`src/fap_pkg.sv`:
```
// package for the fault latch and phase register group: indices, field layouts, reset values and timing counts
// assumes a 250 MHz system clock and an AXI4-Lite register port with 32-bit data
// Operation
// channel 0 latch: OCP b0, flycap b2, DC b3
// channel 1 latch uses channel 0 layout
// device latch: temperature, undervoltage, overvoltage, lowtemp bits
// device latch: audio input b6, clock lock b5
// release delay after silence pin goes high
// phase delay in 22.5 degree steps
// phase code sixteen equals zero phase
// phase offset counted from shared sync edge
// writing one to clear resets latches
// live device vector readable, same layout
// latch bits hold until clear or reset
package fap_pkg;

  // ****************************************
  // register indices (byte address is four times the index)
  // ****************************************
  localparam logic [9:0] IDX_FAULT_TRIGGER_CLEAR = 10'h109;
  localparam logic [9:0] IDX_DEVICE_FAULT_LIVE = 10'h11A;
  localparam logic [9:0] IDX_CHANNEL0_FAULT_LATCH = 10'h11C;
  localparam logic [9:0] IDX_CHANNEL1_FAULT_LATCH = 10'h11D;
  localparam logic [9:0] IDX_DEVICE_FAULT_LATCH = 10'h11E;
  localparam logic [9:0] IDX_AUDIO_RELEASE_DELAY = 10'h142;
  localparam logic [9:0] IDX_OUTPUT_PHASE_OFFSET = 10'h15F;
  localparam logic [9:0] IDX_IRQ_STATUS = 10'h170;
  localparam logic [9:0] IDX_IRQ_MASK = 10'h171;

  // ****************************************
  // field layouts and reset values
  // ****************************************
  localparam logic [4:0] CH_FAULT_VALID = 5'h0D;
  localparam logic [7:0] DEV_FAULT_VALID = 8'hF7;
  localparam logic [3:0] RELEASE_DELAY_RESET = 4'h3;
  localparam logic [6:0] PHASE_OFFSET_RESET = 7'h00;
  localparam logic [3:0] RELEASE_CODE_LONG = 4'h3;
  localparam logic [3:0] RELEASE_CODE_SHORT = 4'hD;
  localparam int IRQ_W = 4;
  localparam int IRQ_BIT_CH0 = 0;
  localparam int IRQ_BIT_CH1 = 1;
  localparam int IRQ_BIT_DEV = 2;
  localparam int IRQ_BIT_RELEASE = 3;
  localparam logic [IRQ_W-1:0] IRQ_MASK_RESET = 4'h0;
  localparam logic [1:0] RESP_OKAY = 2'h0;
  localparam logic [1:0] RESP_SLVERR = 2'h2;

  // ****************************************
  // timing
  // ****************************************
  localparam int CLK_HZ = 250_000_000;
  localparam int RELEASE_LONG_MS = 300;
  localparam int RELEASE_SHORT_MS = 30;
  localparam int RELEASE_LONG_CYCLES = (CLK_HZ / 1000) * RELEASE_LONG_MS;
  localparam int RELEASE_SHORT_CYCLES = (CLK_HZ / 1000) * RELEASE_SHORT_MS;
  localparam int PHASE_STEPS_PER_TURN = 16;
  localparam int PWM_PERIOD_CYCLES = 1024;

  typedef struct packed {
    logic [4:0] ch0;
    logic [4:0] ch1;
    logic [7:0] dev;
  } fap_fault_type;

endpackage

```
`src/fap_regs.sv`:
```
// fault latch, audio release delay and pwm phase register group with an AXI4-Lite slave port
// assumes fault conditions come from logic on REF_CLK; silence pin and sync pin are asynchronous
//
// Local design decision: the AXI4-Lite interface to the registers.
`timescale 1ns/10ps
module fap_regs #(
  parameter int RELEASE_LONG_CYCLES = fap_pkg::RELEASE_LONG_CYCLES,
  parameter int RELEASE_SHORT_CYCLES = fap_pkg::RELEASE_SHORT_CYCLES,
  parameter int PWM_PERIOD_CYCLES = fap_pkg::PWM_PERIOD_CYCLES
) (
  input wire logic REF_CLK,
  input wire logic SRST,
  input wire logic [11:0] S_AXI_AWADDR,
  input wire logic S_AXI_AWVALID,
  output logic S_AXI_AWREADY,
  input wire logic [31:0] S_AXI_WDATA,
  input wire logic [3:0] S_AXI_WSTRB,
  input wire logic S_AXI_WVALID,
  output logic S_AXI_WREADY,
  output logic [1:0] S_AXI_BRESP,
  output logic S_AXI_BVALID,
  input wire logic S_AXI_BREADY,
  input wire logic [11:0] S_AXI_ARADDR,
  input wire logic S_AXI_ARVALID,
  output logic S_AXI_ARREADY,
  output logic [31:0] S_AXI_RDATA,
  output logic [1:0] S_AXI_RRESP,
  output logic S_AXI_RVALID,
  input wire logic S_AXI_RREADY,
  input wire fap_pkg::fap_fault_type FAULT_LIVE,
  input wire logic SILENCE_PIN_N,
  input wire logic PWM_SYNC_IN,
  output logic AUDIO_RELEASE,
  output logic PWM_FRAME_START,
  output logic IRQ
);

  localparam int CNT_W = $clog2(RELEASE_LONG_CYCLES + 1);
  localparam int PH_W = $clog2(PWM_PERIOD_CYCLES);
  localparam int PHASE_STEP = PWM_PERIOD_CYCLES / fap_pkg::PHASE_STEPS_PER_TURN;

  // ****************************************
  // elaboration checks
  // ****************************************
  if (RELEASE_SHORT_CYCLES < 1 || RELEASE_LONG_CYCLES < RELEASE_SHORT_CYCLES) begin : g_bad_release
    $error("release counts must be positive and long not shorter than short");
  end
  if (PWM_PERIOD_CYCLES < 2 * fap_pkg::PHASE_STEPS_PER_TURN
      || (PWM_PERIOD_CYCLES % fap_pkg::PHASE_STEPS_PER_TURN) != 0) begin : g_bad_period
    $error("pwm period must be a multiple of sixteen and at least thirty-two");
  end

  function automatic logic [31:0] read_word(input logic [9:0] idx, input fap_pkg::fap_fault_type lat,
                                            input fap_pkg::fap_fault_type live, input logic [3:0] dly,
                                            input logic [6:0] ph, input logic [fap_pkg::IRQ_W-1:0] st,
                                            input logic [fap_pkg::IRQ_W-1:0] msk);
    logic [31:0] w;
    w = 32'h00000000;
    case (idx)
      fap_pkg::IDX_DEVICE_FAULT_LIVE: w[7:0] = live.dev & fap_pkg::DEV_FAULT_VALID;
      fap_pkg::IDX_CHANNEL0_FAULT_LATCH: w[4:0] = lat.ch0;
      fap_pkg::IDX_CHANNEL1_FAULT_LATCH: w[4:0] = lat.ch1;
      fap_pkg::IDX_DEVICE_FAULT_LATCH: w[7:0] = lat.dev;
      fap_pkg::IDX_AUDIO_RELEASE_DELAY: w[3:0] = dly;
      fap_pkg::IDX_OUTPUT_PHASE_OFFSET: w[6:0] = ph;
      fap_pkg::IDX_IRQ_STATUS: w[fap_pkg::IRQ_W-1:0] = st;
      fap_pkg::IDX_IRQ_MASK: w[fap_pkg::IRQ_W-1:0] = msk;
      default: w = 32'h00000000;
    endcase
    return w;
  endfunction

  function automatic logic is_mapped(input logic [9:0] idx);
    logic m;
    m = 1'b0;
    case (idx)
      fap_pkg::IDX_FAULT_TRIGGER_CLEAR, fap_pkg::IDX_DEVICE_FAULT_LIVE,
      fap_pkg::IDX_CHANNEL0_FAULT_LATCH, fap_pkg::IDX_CHANNEL1_FAULT_LATCH,
      fap_pkg::IDX_DEVICE_FAULT_LATCH, fap_pkg::IDX_AUDIO_RELEASE_DELAY,
      fap_pkg::IDX_OUTPUT_PHASE_OFFSET, fap_pkg::IDX_IRQ_STATUS, fap_pkg::IDX_IRQ_MASK: m = 1'b1;
      default: m = 1'b0;
    endcase
    return m;
  endfunction

  // ****************************************
  // pin synchronisers
  // ****************************************
  logic silence_meta_reg;
  logic silence_sync_reg;
  logic sync_meta_reg;
  logic sync_sync_reg;
  logic sync_prev_reg;

  always_ff @(posedge REF_CLK) begin
    if (SRST) begin
      silence_meta_reg <= 1'b0;
      silence_sync_reg <= 1'b0;
      sync_meta_reg <= 1'b0;
      sync_sync_reg <= 1'b0;
      sync_prev_reg <= 1'b0;
    end else begin
      silence_meta_reg <= SILENCE_PIN_N;
      silence_sync_reg <= silence_meta_reg;
      sync_meta_reg <= PWM_SYNC_IN;
      sync_sync_reg <= sync_meta_reg;
      sync_prev_reg <= sync_sync_reg;
    end
  end

  // ****************************************
  // write channel
  // ****************************************
  logic aw_ready_reg;
  logic w_ready_reg;
  logic aw_have_reg;
  logic w_have_reg;
  logic [9:0] aw_idx_reg;
  logic [31:0] w_data_reg;
  logic w_lane0_reg;
  logic b_valid_reg;
  logic [1:0] b_resp_reg;
  logic aw_take;
  logic w_take;
  logic wr_do;
  logic wr_clear;

  assign aw_take = S_AXI_AWVALID && aw_ready_reg;
  assign w_take = S_AXI_WVALID && w_ready_reg;
  assign wr_do = aw_have_reg && w_have_reg && !b_valid_reg;
  // only byte lane 0 carries field bits; the other lanes are accepted and ignored
  assign wr_clear = wr_do && w_lane0_reg && aw_idx_reg == fap_pkg::IDX_FAULT_TRIGGER_CLEAR && w_data_reg[0];

  always_ff @(posedge REF_CLK) begin
    if (SRST) begin
      aw_ready_reg <= 1'b1;
      aw_have_reg <= 1'b0;
      aw_idx_reg <= 10'h000;
    end else if (aw_take) begin
      aw_ready_reg <= 1'b0;
      aw_have_reg <= 1'b1;
      aw_idx_reg <= S_AXI_AWADDR[11:2];
    end else if (b_valid_reg && S_AXI_BREADY) begin
      aw_ready_reg <= 1'b1;
    end else if (wr_do) begin
      aw_have_reg <= 1'b0;
    end
  end

  always_ff @(posedge REF_CLK) begin
    if (SRST) begin
      w_ready_reg <= 1'b1;
      w_have_reg <= 1'b0;
      w_data_reg <= 32'h00000000;
      w_lane0_reg <= 1'b0;
    end else if (w_take) begin
      w_ready_reg <= 1'b0;
      w_have_reg <= 1'b1;
      w_data_reg <= S_AXI_WDATA;
      w_lane0_reg <= S_AXI_WSTRB[0];
    end else if (b_valid_reg && S_AXI_BREADY) begin
      w_ready_reg <= 1'b1;
    end else if (wr_do) begin
      w_have_reg <= 1'b0;
    end
  end

  always_ff @(posedge REF_CLK) begin
    if (SRST) begin
      b_valid_reg <= 1'b0;
      b_resp_reg <= fap_pkg::RESP_OKAY;
    end else if (wr_do) begin
      b_valid_reg <= 1'b1;
      b_resp_reg <= is_mapped(aw_idx_reg) ? fap_pkg::RESP_OKAY : fap_pkg::RESP_SLVERR;
    end else if (S_AXI_BREADY) begin
      b_valid_reg <= 1'b0;
    end
  end

  // ****************************************
  // configuration registers
  // ****************************************
  logic [3:0] release_delay_reg;
  logic [6:0] phase_offset_reg;
  logic [fap_pkg::IRQ_W-1:0] irq_mask_reg;

  always_ff @(posedge REF_CLK) begin
    if (SRST) begin
      release_delay_reg <= fap_pkg::RELEASE_DELAY_RESET;
      phase_offset_reg <= fap_pkg::PHASE_OFFSET_RESET;
      irq_mask_reg <= fap_pkg::IRQ_MASK_RESET;
    end else if (wr_do && w_lane0_reg) begin
      if (aw_idx_reg == fap_pkg::IDX_AUDIO_RELEASE_DELAY) begin
        release_delay_reg <= w_data_reg[3:0];
      end
      if (aw_idx_reg == fap_pkg::IDX_OUTPUT_PHASE_OFFSET) begin
        phase_offset_reg <= w_data_reg[6:0];
      end
      if (aw_idx_reg == fap_pkg::IDX_IRQ_MASK) begin
        irq_mask_reg <= w_data_reg[fap_pkg::IRQ_W-1:0];
      end
    end
  end

  // ****************************************
  // fault latches
  // ****************************************
  fap_pkg::fap_fault_type latch_reg;
  fap_pkg::fap_fault_type latch_next;
  fap_pkg::fap_fault_type live_masked;

  always_comb begin
    live_masked.ch0 = FAULT_LIVE.ch0 & fap_pkg::CH_FAULT_VALID;
    live_masked.ch1 = FAULT_LIVE.ch1 & fap_pkg::CH_FAULT_VALID;
    live_masked.dev = FAULT_LIVE.dev & fap_pkg::DEV_FAULT_VALID;
    // a fault present in the clearing cycle stays latched
    latch_next = (wr_clear ? '0 : latch_reg) | live_masked;
  end

  always_ff @(posedge REF_CLK) begin
    if (SRST) begin
      latch_reg <= '0;
    end else begin
      latch_reg <= latch_next;
    end
  end

  // ****************************************
  // audio release delay
  // ****************************************
  logic [CNT_W-1:0] release_cnt_reg;
  logic release_reg;
  logic [CNT_W-1:0] release_target;

  // codes other than the long one take the short delay
  assign release_target = (release_delay_reg == fap_pkg::RELEASE_CODE_LONG)
                          ? CNT_W'(RELEASE_LONG_CYCLES) : CNT_W'(RELEASE_SHORT_CYCLES);

  always_ff @(posedge REF_CLK) begin
    if (SRST || !silence_sync_reg) begin
      release_cnt_reg <= '0;
      release_reg <= 1'b0;
    end else if (!release_reg) begin
      release_cnt_reg <= release_cnt_reg + CNT_W'(1);
      release_reg <= (release_cnt_reg + CNT_W'(1)) >= release_target;
    end
  end

  // ****************************************
  // pwm phase offset
  // ****************************************
  logic [PH_W-1:0] phase_cnt_reg;
  logic frame_start_reg;
  logic sync_edge;
  logic [PH_W-1:0] phase_point;

  assign sync_edge = sync_sync_reg && !sync_prev_reg;
  // low four bits only: a full turn of sixteen steps wraps to zero
  assign phase_point = PH_W'(phase_offset_reg[3:0]) * PH_W'(PHASE_STEP);

  always_ff @(posedge REF_CLK) begin
    if (SRST) begin
      phase_cnt_reg <= '0;
    end else if (sync_edge) begin
      phase_cnt_reg <= PH_W'(1);
    end else if (phase_cnt_reg == PH_W'(PWM_PERIOD_CYCLES - 1)) begin
      phase_cnt_reg <= '0;
    end else begin
      phase_cnt_reg <= phase_cnt_reg + PH_W'(1);
    end
  end

  always_ff @(posedge REF_CLK) begin
    if (SRST) begin
      frame_start_reg <= 1'b0;
    end else begin
      frame_start_reg <= sync_edge ? (phase_point == '0) : (phase_cnt_reg == phase_point);
    end
  end

  // ****************************************
  // read channel and interrupts
  // ****************************************
  logic ar_ready_reg;
  logic r_valid_reg;
  logic [31:0] r_data_reg;
  logic [1:0] r_resp_reg;
  logic ar_take;
  logic rd_status;
  logic release_prev_reg;
  logic [fap_pkg::IRQ_W-1:0] irq_status_reg;
  logic [fap_pkg::IRQ_W-1:0] irq_event;
  logic irq_reg;

  assign ar_take = S_AXI_ARVALID && ar_ready_reg;
  assign rd_status = ar_take && S_AXI_ARADDR[11:2] == fap_pkg::IDX_IRQ_STATUS;

  always_comb begin
    irq_event = '0;
    irq_event[fap_pkg::IRQ_BIT_CH0] = |(latch_next.ch0 & ~latch_reg.ch0);
    irq_event[fap_pkg::IRQ_BIT_CH1] = |(latch_next.ch1 & ~latch_reg.ch1);
    irq_event[fap_pkg::IRQ_BIT_DEV] = |(latch_next.dev & ~latch_reg.dev);
    irq_event[fap_pkg::IRQ_BIT_RELEASE] = release_reg && !release_prev_reg;
  end

  always_ff @(posedge REF_CLK) begin
    if (SRST) begin
      ar_ready_reg <= 1'b1;
      r_valid_reg <= 1'b0;
      r_data_reg <= 32'h00000000;
      r_resp_reg <= fap_pkg::RESP_OKAY;
    end else if (ar_take) begin
      ar_ready_reg <= 1'b0;
      r_valid_reg <= 1'b1;
      r_data_reg <= read_word(S_AXI_ARADDR[11:2], latch_reg, FAULT_LIVE, release_delay_reg,
                              phase_offset_reg, irq_status_reg, irq_mask_reg);
      r_resp_reg <= is_mapped(S_AXI_ARADDR[11:2]) ? fap_pkg::RESP_OKAY : fap_pkg::RESP_SLVERR;
    end else if (r_valid_reg && S_AXI_RREADY) begin
      ar_ready_reg <= 1'b1;
      r_valid_reg <= 1'b0;
    end
  end

  always_ff @(posedge REF_CLK) begin
    if (SRST) begin
      release_prev_reg <= 1'b0;
      irq_status_reg <= '0;
      irq_reg <= 1'b0;
    end else begin
      release_prev_reg <= release_reg;
      // an event in the read cycle survives the clear-on-read
      irq_status_reg <= (rd_status ? '0 : irq_status_reg) | irq_event;
      irq_reg <= |(irq_status_reg & irq_mask_reg);
    end
  end

  // ****************************************
  // outputs
  // ****************************************
  assign S_AXI_AWREADY = aw_ready_reg;
  assign S_AXI_WREADY = w_ready_reg;
  assign S_AXI_BVALID = b_valid_reg;
  assign S_AXI_BRESP = b_resp_reg;
  assign S_AXI_ARREADY = ar_ready_reg;
  assign S_AXI_RVALID = r_valid_reg;
  assign S_AXI_RDATA = r_data_reg;
  assign S_AXI_RRESP = r_resp_reg;
  assign AUDIO_RELEASE = release_reg;
  assign PWM_FRAME_START = frame_start_reg;
  assign IRQ = irq_reg;

endmodule // fap_regs

```
`config.mk`:
```
export PLATFORM = sky130hd
export DESIGN_NAME = fap_regs
export DESIGN_NICKNAME = d
export VERILOG_FILES = /design/src/fap_pkg.sv /design/src/fap_regs.sv
export SDC_FILE = /design/constraint.sdc
export NUM_CORES = 1
export LEC_CHECK = 0
export BUFFER_PORTS_ARGS = -buffer_cell sky130_fd_sc_hd__buf_4
export CAP_MARGIN = 10
export CORE_ASPECT_RATIO = 0.5
export CORE_MARGIN = 5
export CORE_UTILIZATION = 59
export DETAILED_ROUTE_END_ITERATION = 8
export PLACE_DENSITY = 0.86
export SKIP_CTS_REPAIR_TIMING = 1
export SYNTH_ARGS = -nofsm -noshare
export SYNTH_HDL_FRONTEND = slang
export SYNTH_SLANG_ARGS = --single-unit
```
`constraint.sdc`:
```
create_clock -name REF_CLK -period 4.3 [get_ports REF_CLK]
set_clock_uncertainty 0.2 [all_clocks]
set_input_delay 0.645 -clock REF_CLK [delete_from_list [all_inputs] [get_ports REF_CLK]]
set_output_delay 0.645 -clock REF_CLK [all_outputs]
set_load 0.05 [all_outputs]
```
# After elaboration in Yosys (flattened, before gate mapping)
# Cells that the tools add are included.
[op_classes]
add_sub_neg = 2
n_lt_le_gt_ge = 1
n_eq_ne = 23
mux = 32
bitwise_logic = 9
n_reduce_logical = 37
[op_table]
columns = ["operator", "n"]
rows = [
  ["$eq 10x9->1 const B", 18],
  ["$pmux 4 s8", 1],
  ["$add 27x1->27 const B", 1],
  ["$ge 27x27->1", 1],
  ["$mux 27", 1],
  ["$mux 1", 23],
  ["$mux 18", 1],
  ["$or 18x17->18", 1],
  ["$reduce_or 9->1", 2],
  ["$logic_and 1x1->1", 13],
  ["$reduce_bool 2->1", 6],
  ["$add 10x1->10 const B", 1],
  ["$and 5x5->5", 2],
  ["$eq 10x10->1", 1],
  ["$eq 10x10->1 const B", 1],
  ["$logic_not 10->1", 1],
  ["$not 5->5", 2],
  ["$reduce_and 2->1", 5],
  ["$reduce_or 5->1", 2],
  ["$and 8x8->8", 1],
  ["$not 8->8", 1],
  ["$reduce_or 8->1", 1],
  ["$pmux 2 s3", 1],
  ["$pmux 1 s5", 1],
  ["11 further kinds", 16],
]
[totals]
ff_bits = 120
in_bits = 87
out_inout_bits = 44

# Depth between registers and ports, before layout
# Gate-level depths: netlist of run 1.
[depth]
ltp_word = 10
depth_mapped = 12
mapped_depth_nobuf = 11

# Least setup slack after synthesis of run 1
# OpenSTA, ideal clock, no wires.
[synth_timing]
path_kind = "register to register"
start = "register release_cnt_reg[0]"
end = "register release_reg, in the netlist AUDIO_RELEASE"
t_arrival_ns = 2.401
t_required_ns = 4.025
path_slack_ns = 1.624
path_stages_with_launch = 10
period_less_slack_ns = 2.676
path_cell_list = "dfxtp_1 nand4_1 nor4_4 nand3_1 xnor2_1 ha_1 nand2_1 nor4_1 a31oi_1 o22ai_1"
[synth_via]
elab_chain_len = 3
[synth_lines]
columns = ["item", "line_no", "rtl"]
rows = [
  ["from (decl)", "fap_regs.sv:231", "logic [CNT_W-1:0] release_cnt_reg;"],
  ["from (signal assigned)", "fap_regs.sv:244", "release_cnt_reg <= release_cnt_reg + CNT_W'(1);"],
  ["$add 27x1->27", "fap_regs.sv:245", "release_reg <= (release_cnt_reg + CNT_W'(1)) >= release_target;"],
  ["$ge 27x27->1", "fap_regs.sv:245", ""],
  ["$mux 1", "fap_regs.sv:243", "end else if (!release_reg) begin"],
  ["to (signal assigned)", "fap_regs.sv:245", ""],
  ["to (decl)", "fap_regs.sv:232", "logic release_reg;"],
]
# No other way between the ends.
# A chain may end at the register's enable or synchronous reset.

# Final worst setup path of run 1
[layout_timing]
start = "register release_cnt_reg[4]"
end = "register release_reg, in the netlist AUDIO_RELEASE"
# The elaborated chain is that of the path after synthesis.

==> flow_metrics.tcl, run 1 <==
set metrics [dict create \
    start_util_pct 60.98 \
    final_net_count 846 \
    cp_slowest_cell "nor4_4" \
    dp_cells 865 \
    synth_adder_area_share_pct 2.151 \
    path_cells "nand4_4 > nor4_4 > nand3_1 > xnor2_1 > ha_1 > nand2_1 > nor4_1 > a31oi_1 > o22ai_1" \
    reg2reg_from "release_cnt_reg[4]$_SDFFE_PP0N_" \
    finalCritPeriodShare_pct 72.04 \
    worst_pin_slew_ns 0.8957 \
    layout_min_cycle_time_ns 3.098 \
    r2r_setup_slack_ns 1.20 \
    portBuffers 67 \
    end_kind "flop" \
    overflow 0 \
    rows 25 \
    cts.path.max_buffers 2 \
    ys_seq_area_share_pct 40.60 \
    finalSetupViolations 0 \
    p_leak_nw 2.771 \
    status "finished clean" \
    hold_start "FAULT_LIVE[15]" \
    ys_types 68 \
    largest_reg_flops 27 \
    ys_warn_count 0 \
    critPathArrivalTime_ns 3.23 \
    synth_simple_gate_area_share_pct 26.39 \
    fmax_ghz 0.3228 \
    drtAntennaViolNets 0 \
    relSlewSlack_pct 39.83 \
    finalWeightedCongestion 0.9097 \
    synth.top_cell.area_share_pct 40.60 \
    yosys.area.top_type "dfxtp_1" \
    place_area_um2 6286 \
    numCtsBuffers 17 \
    core_area_um2 9540 \
    grt_max_degree 79 \
    synth_top_family_by_area "simple AND/OR/NAND/NOR gates" \
    final_cell_area_um2 6979 \
    die_h_um 80.22 \
    rsz0062_at_grt "false" \
    ys.flop_type "dfxtp_1" \
    grt_pass1_vias 4969 \
    synthTopCellsByArea "dfxtp_1, nor2_1, nand2_1" \
    die-area_um2 12070 \
    drive_above_1_share_pct 15.88 \
    crit_fanout 10 \
    maxCapViolCount 0 \
    ir_drop_v 0.0003257 \
    hold_violations 0 \
    routedWlPerCell_um 15.89 \
    clk_pin_slew_ns 0.05 \
    num_antenna_cells 0 \
    worstHoldPathType "primary input to flop" \
    worstPathRequired_ns 4.43 \
    clock_sinks 118 \
    max_stage_delay_ns 0.57 \
    synth_area_um2 5818 \
    die_width_um 150.4 \
    final.setup.tns_ns 0 \
    rr_endpoint "AUDIO_RELEASE$_SDFF_PP0_" \
    cts-root-buf "clkbuf_16" \
    final_cells 897 \
    critPathKind "flop to flop" \
    cts_tree "done" \
    synth.mux.area_fraction_pct 3.871 \
    synth_seq_cells 118 \
    htree_levels 4 \
    crit_end "AUDIO_RELEASE$_SDFF_PP0_" \
    grt_pass1_wl_um 23320 \
    pin_count 131 \
    grt_usage_pct 24.17 \
    synthCells 691 \
    via_count 5156 \
    drc_errors 0 \
    avgSynthCellArea_um2 8.420 \
    first_pass_iters 7 \
    synth-xor-area-share_pct 6.323 \
    p_per_area_nw_per_um2 441.0 \
    r2r_cells 9 \
    slew_violations 0 \
    syn_to_final_growth_pct 19.96 \
    wirelength_um 14250 \
    hpwl_um 9319 \
    fill_cells 651 \
    start_kind "flop" \
    antenna_found_initial 0 \
    drt_iter0_drc 388 \
    crit_path_start "release_cnt_reg[4]$_SDFFE_PP0N_" \
    synth_edf_count 0 \
    clk_latency_ns 0.42 \
    whs_ns 0.2463 \
    async_flop_share_pct 0 \
    viasPerCell 5.748 \
    finalCoreUtilization_pct 73.15 \
    synth_compound_area_share_pct 13.81 \
]
-- cell usage in the layout, fill, tap and decap left out, types with 5 or more instances in the layout --
| master | n |
|---|---|
| nor4_1 | 5 |
| xor2_1 | 19 |
| nand2b_1 | 7 |
| inv_1 | 24 |
| mux2i_1 | 18 |
| conb_1 | 26 |
| nand3_1 | 19 |
| a22oi_1 | 9 |
| and2_1 | 10 |
| nor2_1 | 92 |
| a31oi_1 | 6 |
| buf_4 | 68 |
| xnor2_1 | 23 |
| a21oi_1 | 51 |
| a222oi_1 | 9 |
| nand2_1 | 78 |
| nand4_1 | 12 |
| o21ai_0 | 15 |
| nor2b_1 | 12 |
| bufinv_16 | 7 |
| nor3_1 | 12 |
| ha_1 | 10 |
| clkbuf_16 | 17 |
| dfxtp_1 | 118 |
| and3_1 | 10 |
-- cell families after synthesis --
group | after synthesis
AOI/OAI and AO/OA | 124
DFF | 118
muxes | 22
other | 1
buffers and inverters | 78
adders and majority gates | 10
xor gates and xnor gates | 42
and+or+nand+nor | 296
-- metal layers --
layer | wire [um] | part of all wire, % | track usage [%]
met3 | 976 | 6.8 | 4.679
met1 | 5976 | 42 | 28.88
met4 | 302 | 2.1 | 11.59
met5 | 0 | 0 | 0
met2 | 6996 | 49 | 42.07
-- through the flow --
stage	power (mW)	worst slack, ns
detailed placement	1.423	1.270
global placement	1.417	1.342
global route	3.169	0.9052
CTS	3.086	1.230
finish	3.078	1.202
floorplan	1.361	1.624
-- report_power, final --
part | total [mW] | internal [mW] | switching [mW] | leakage, nW
logic | 0.247 | 0.0805 | 0.166 | 1.47
registers | 1.16 | 1.13 | 0.0311 | 0.963
clock network | 1.67 | 1.16 | 0.510 | 0.337
total | 3.08 | 2.37 | 0.707 | 2.77
-- cell type report --
class	count	area [um2]	share of cell area (%)
clock buffers	19	442.9	6.346
well taps	135	168.9	2.420
inverters	24	90.09	1.291
clock inverters	13	250.2	3.586
flip-flops and latches	118	2362	33.85
multi-input cells	520	3154	45.20
repair buffers	68	510.5	7.314
-- cell usage after synthesis (3+ instances only) --
master / number
o21ai_0: 15
nor3_1: 12
xnor2_1: 23
a221oi_1: 4
a32oi_1: 3
buf_2: 4
nand4_1: 12
and2_1: 10
and3_1: 10
buf_1: 4
nand3b_1: 4
buf_4: 26
a31oi_1: 6
clkbuf_1: 20
nand2b_1: 7
dfxtp_1: 118
o22ai_1: 4
a211oi_1: 4
or4_1: 4
nand3_1: 19
a21oi_1: 51
nor2_1: 92
nor4_1: 5
mux2i_1: 18
a222oi_1: 9
a22oi_1: 9
xor2_1: 19
mux2_2: 4
inv_1: 24
or3_1: 4
nand2_1: 78
nor2b_1: 12
ha_1: 10
a211o_1: 4
o21bai_1: 3
-- worst max-delay path, delay by kind of cell (launching register included) --
| kind | cells | cell delay (ns) |
|---|---|---|
| fa+ha+maj | 1 | 0.31 |
| xor+xnor | 1 | 0.16 |
| compound gates | 2 | 0.33 |
| simple gates | 5 | 1.47 |
| flops | 1 | 0.54 |
-- how the worst min path moves through the flow --
stage,end,depth (start not counted)
floorplan,silence_sync_reg$_SDFF_PP0_,1
global placement,silence_sync_reg$_SDFF_PP0_,1
detailed placement,silence_sync_reg$_SDFF_PP0_,1
CTS,latch_reg[13]$_SDFF_PP0_,3
global route,latch_reg[8]$_SDFF_PP0_,3
finish,latch_reg[15]$_SDFF_PP0_,3
(Power assumes the default switching activity.)
==> inputs of run 2 (changes only) <==
CORE_UTILIZATION = 49   (was 59)
PLACE_DENSITY = 0.76   (was 0.86)
clock period = 2.84 ns   (was 4.3 ns; I/O delays follow)
==> run 2 against run 1 <==
Effect of this change:
- critical path depth up 1
- register-to-register slack lost 1.0 ns
- largest power group unchanged
- fmax rose by 17%
- first-iteration DRC count up 3.1%
- critical path type unchanged
- power up 38%
- critical endpoint unchanged
==> flow_metrics.tcl, run 2 (synthesized netlist as in run 1, its figures left out) <==
set metrics [dict create \
    worstPathRequired_ns 2.92 \
    crit_path_frequent_cell "nand4_1" \
    die_h_um 87.05 \
    rsz0062_at_grt "false" \
    setup_ws_ns 0.2024 \
    drive_above_1_share_pct 19.19 \
    critPathKind "flop to flop" \
    overflow 0 \
    grt_max_degree 49 \
    wirelength_um 13510 \
    fill_cells 1021 \
    start_kind "flop" \
    crit_fanout 4 \
    finalSetupViolations 0 \
    viasPerCell 5.366 \
    place_area_um2 6549 \
    p_leak_nw 2.870 \
    finalWeightedCongestion 0.9072 \
    clk_latency_ns 0.41 \
    antenna_found_initial 0 \
    p_per_area_nw_per_um2 593.2 \
    finalCoreUtilization_pct 61.00 \
    seq_area_um2 2362 \
    via_count 5135 \
    relSlewSlack_pct 53.83 \
    dp_slack_ns 0.2130 \
    path_cells "nand4_1 > nor3_1 > and2_1 > nand4_1 > xnor2_1 > ha_1 > o2111ai_1 > o21ai_2 > a31oi_1 > o22ai_1" \
    largest_reg_flops 27 \
    final_cell_area_um2 7138 \
    start_util_pct 49.72 \
    die_width_um 164.1 \
    maxCapViolCount 0 \
    num_antenna_cells 0 \
    grt_usage_pct 19.47 \
    numCtsBuffers 17 \
    portBuffers 67 \
    cp_slowest_cell "dfxtp_1" \
    hpwl_um 9608 \
    fmax_ghz 0.3791 \
    clock_sinks 118 \
    max_stage_delay_ns 0.40 \
    end_kind "flop" \
    drtAntennaViolNets 0 \
    pin_count 131 \
    final_net_count 876 \
    cts_tree "done" \
    cts.path.max_buffers 2 \
    grt_pass1_vias 4949 \
    status "finished clean" \
    hold_violations 0 \
    drt_iter0_drc 400 \
    core_area_um2 11700 \
    worstHoldPathType "primary input to flop" \
    layout.cells.most_common_list "dfxtp_1, buf_4, nor2_1" \
    slew_violations 0 \
    drc_errors 0 \
    total_power_mw 4.235 \
    layout_min_cycle_time_ns 2.638 \
    die-area_um2 14280 \
    critPathArrivalTime_ns 2.72 \
    first_pass_iters 8 \
    layout_commonest_cell "dfxtp_1" \
    ir_drop_v 0.0003637 \
    cts-root-buf "clkbuf_16" \
    clk_pin_slew_ns 0.05 \
    routedWlPerCell_um 14.11 \
    htree_levels 4 \
    grt_pass1_wl_um 22470 \
    multi_input_area_um2 3154 \
    worst_pin_slew_ns 0.6916 \
    finalCritPeriodShare_pct 92.87 \
    syn_to_final_growth_pct 22.69 \
    final.setup.tns_ns 0 \
    rows 28 \
]
==> run 2: path summary, 6_finish.rpt <==
check                              startpoint                     endpoint  slack [ns]  cells after the start
max reg2reg  release_cnt_reg[18]$_SDFFE_PP0N_     AUDIO_RELEASE$_SDFF_PP0_        0.20                     10
max          release_cnt_reg[18]$_SDFFE_PP0N_     AUDIO_RELEASE$_SDFF_PP0_        0.20                     10
min                               PWM_SYNC_IN     sync_meta_reg$_SDFF_PP0_        0.03                      2
min reg2reg       silence_meta_reg$_SDFF_PP0_  silence_sync_reg$_SDFF_PP0_        0.24                      1
==> run 2: worst max-delay path, delay by kind of cell, from the launching register on <==
kind                     cells  cell delay (ns)
AO/OA/AOI/OAI                4             0.47
XOR/XNOR                     1             0.16
adder cells (fa/ha/maj)      1             0.33
flip-flops                   1             0.40
AND/OR/NAND/NOR              4             0.95
==> run 2: area by class of cell <==
class | instances | area share [%]
multi-input combinational | 520 | 44.19
inverter | 24 | 1.262
timing repair buffer | 98 | 10.31
clock buffer | 18 | 6.152
clock inverter | 14 | 2.103
tap | 165 | 2.892
sequential | 118 | 33.09
==> run 2: where the power goes <==
| group | switching (mW) | total [mW] | leakage (nW) | internal, mW |
|---|---|---|---|---|
| logic | 0.245 | 0.369 | 1.62 | 0.124 |
| clock network | 0.789 | 2.11 | 0.283 | 1.32 |
| registers | 0.0458 | 1.76 | 0.963 | 1.71 |
| total | 1.08 | 4.23 | 2.87 | 3.15 |
==> run 2: per-stage QoR <==
step	hold slack (ns)	std cells
final	0.02875	957
after global placement	0.2221	925
after global routing	0.02242	957
after detailed placement	0.2319	925
after floorplan	0.2138	716
after CTS	0.01645	957
==> run 2: layer usage <==
| metal | share of wire, % | track usage [%] | routed length, um |
|---|---|---|---|
| met5 | 0 | 0 | 0 |
| met4 | 1.3 | 6.088 | 169 |
| met3 | 6.1 | 6.052 | 829 |
| met2 | 48 | 33.37 | 6539 |
| met1 | 44 | 23.62 | 5970 |
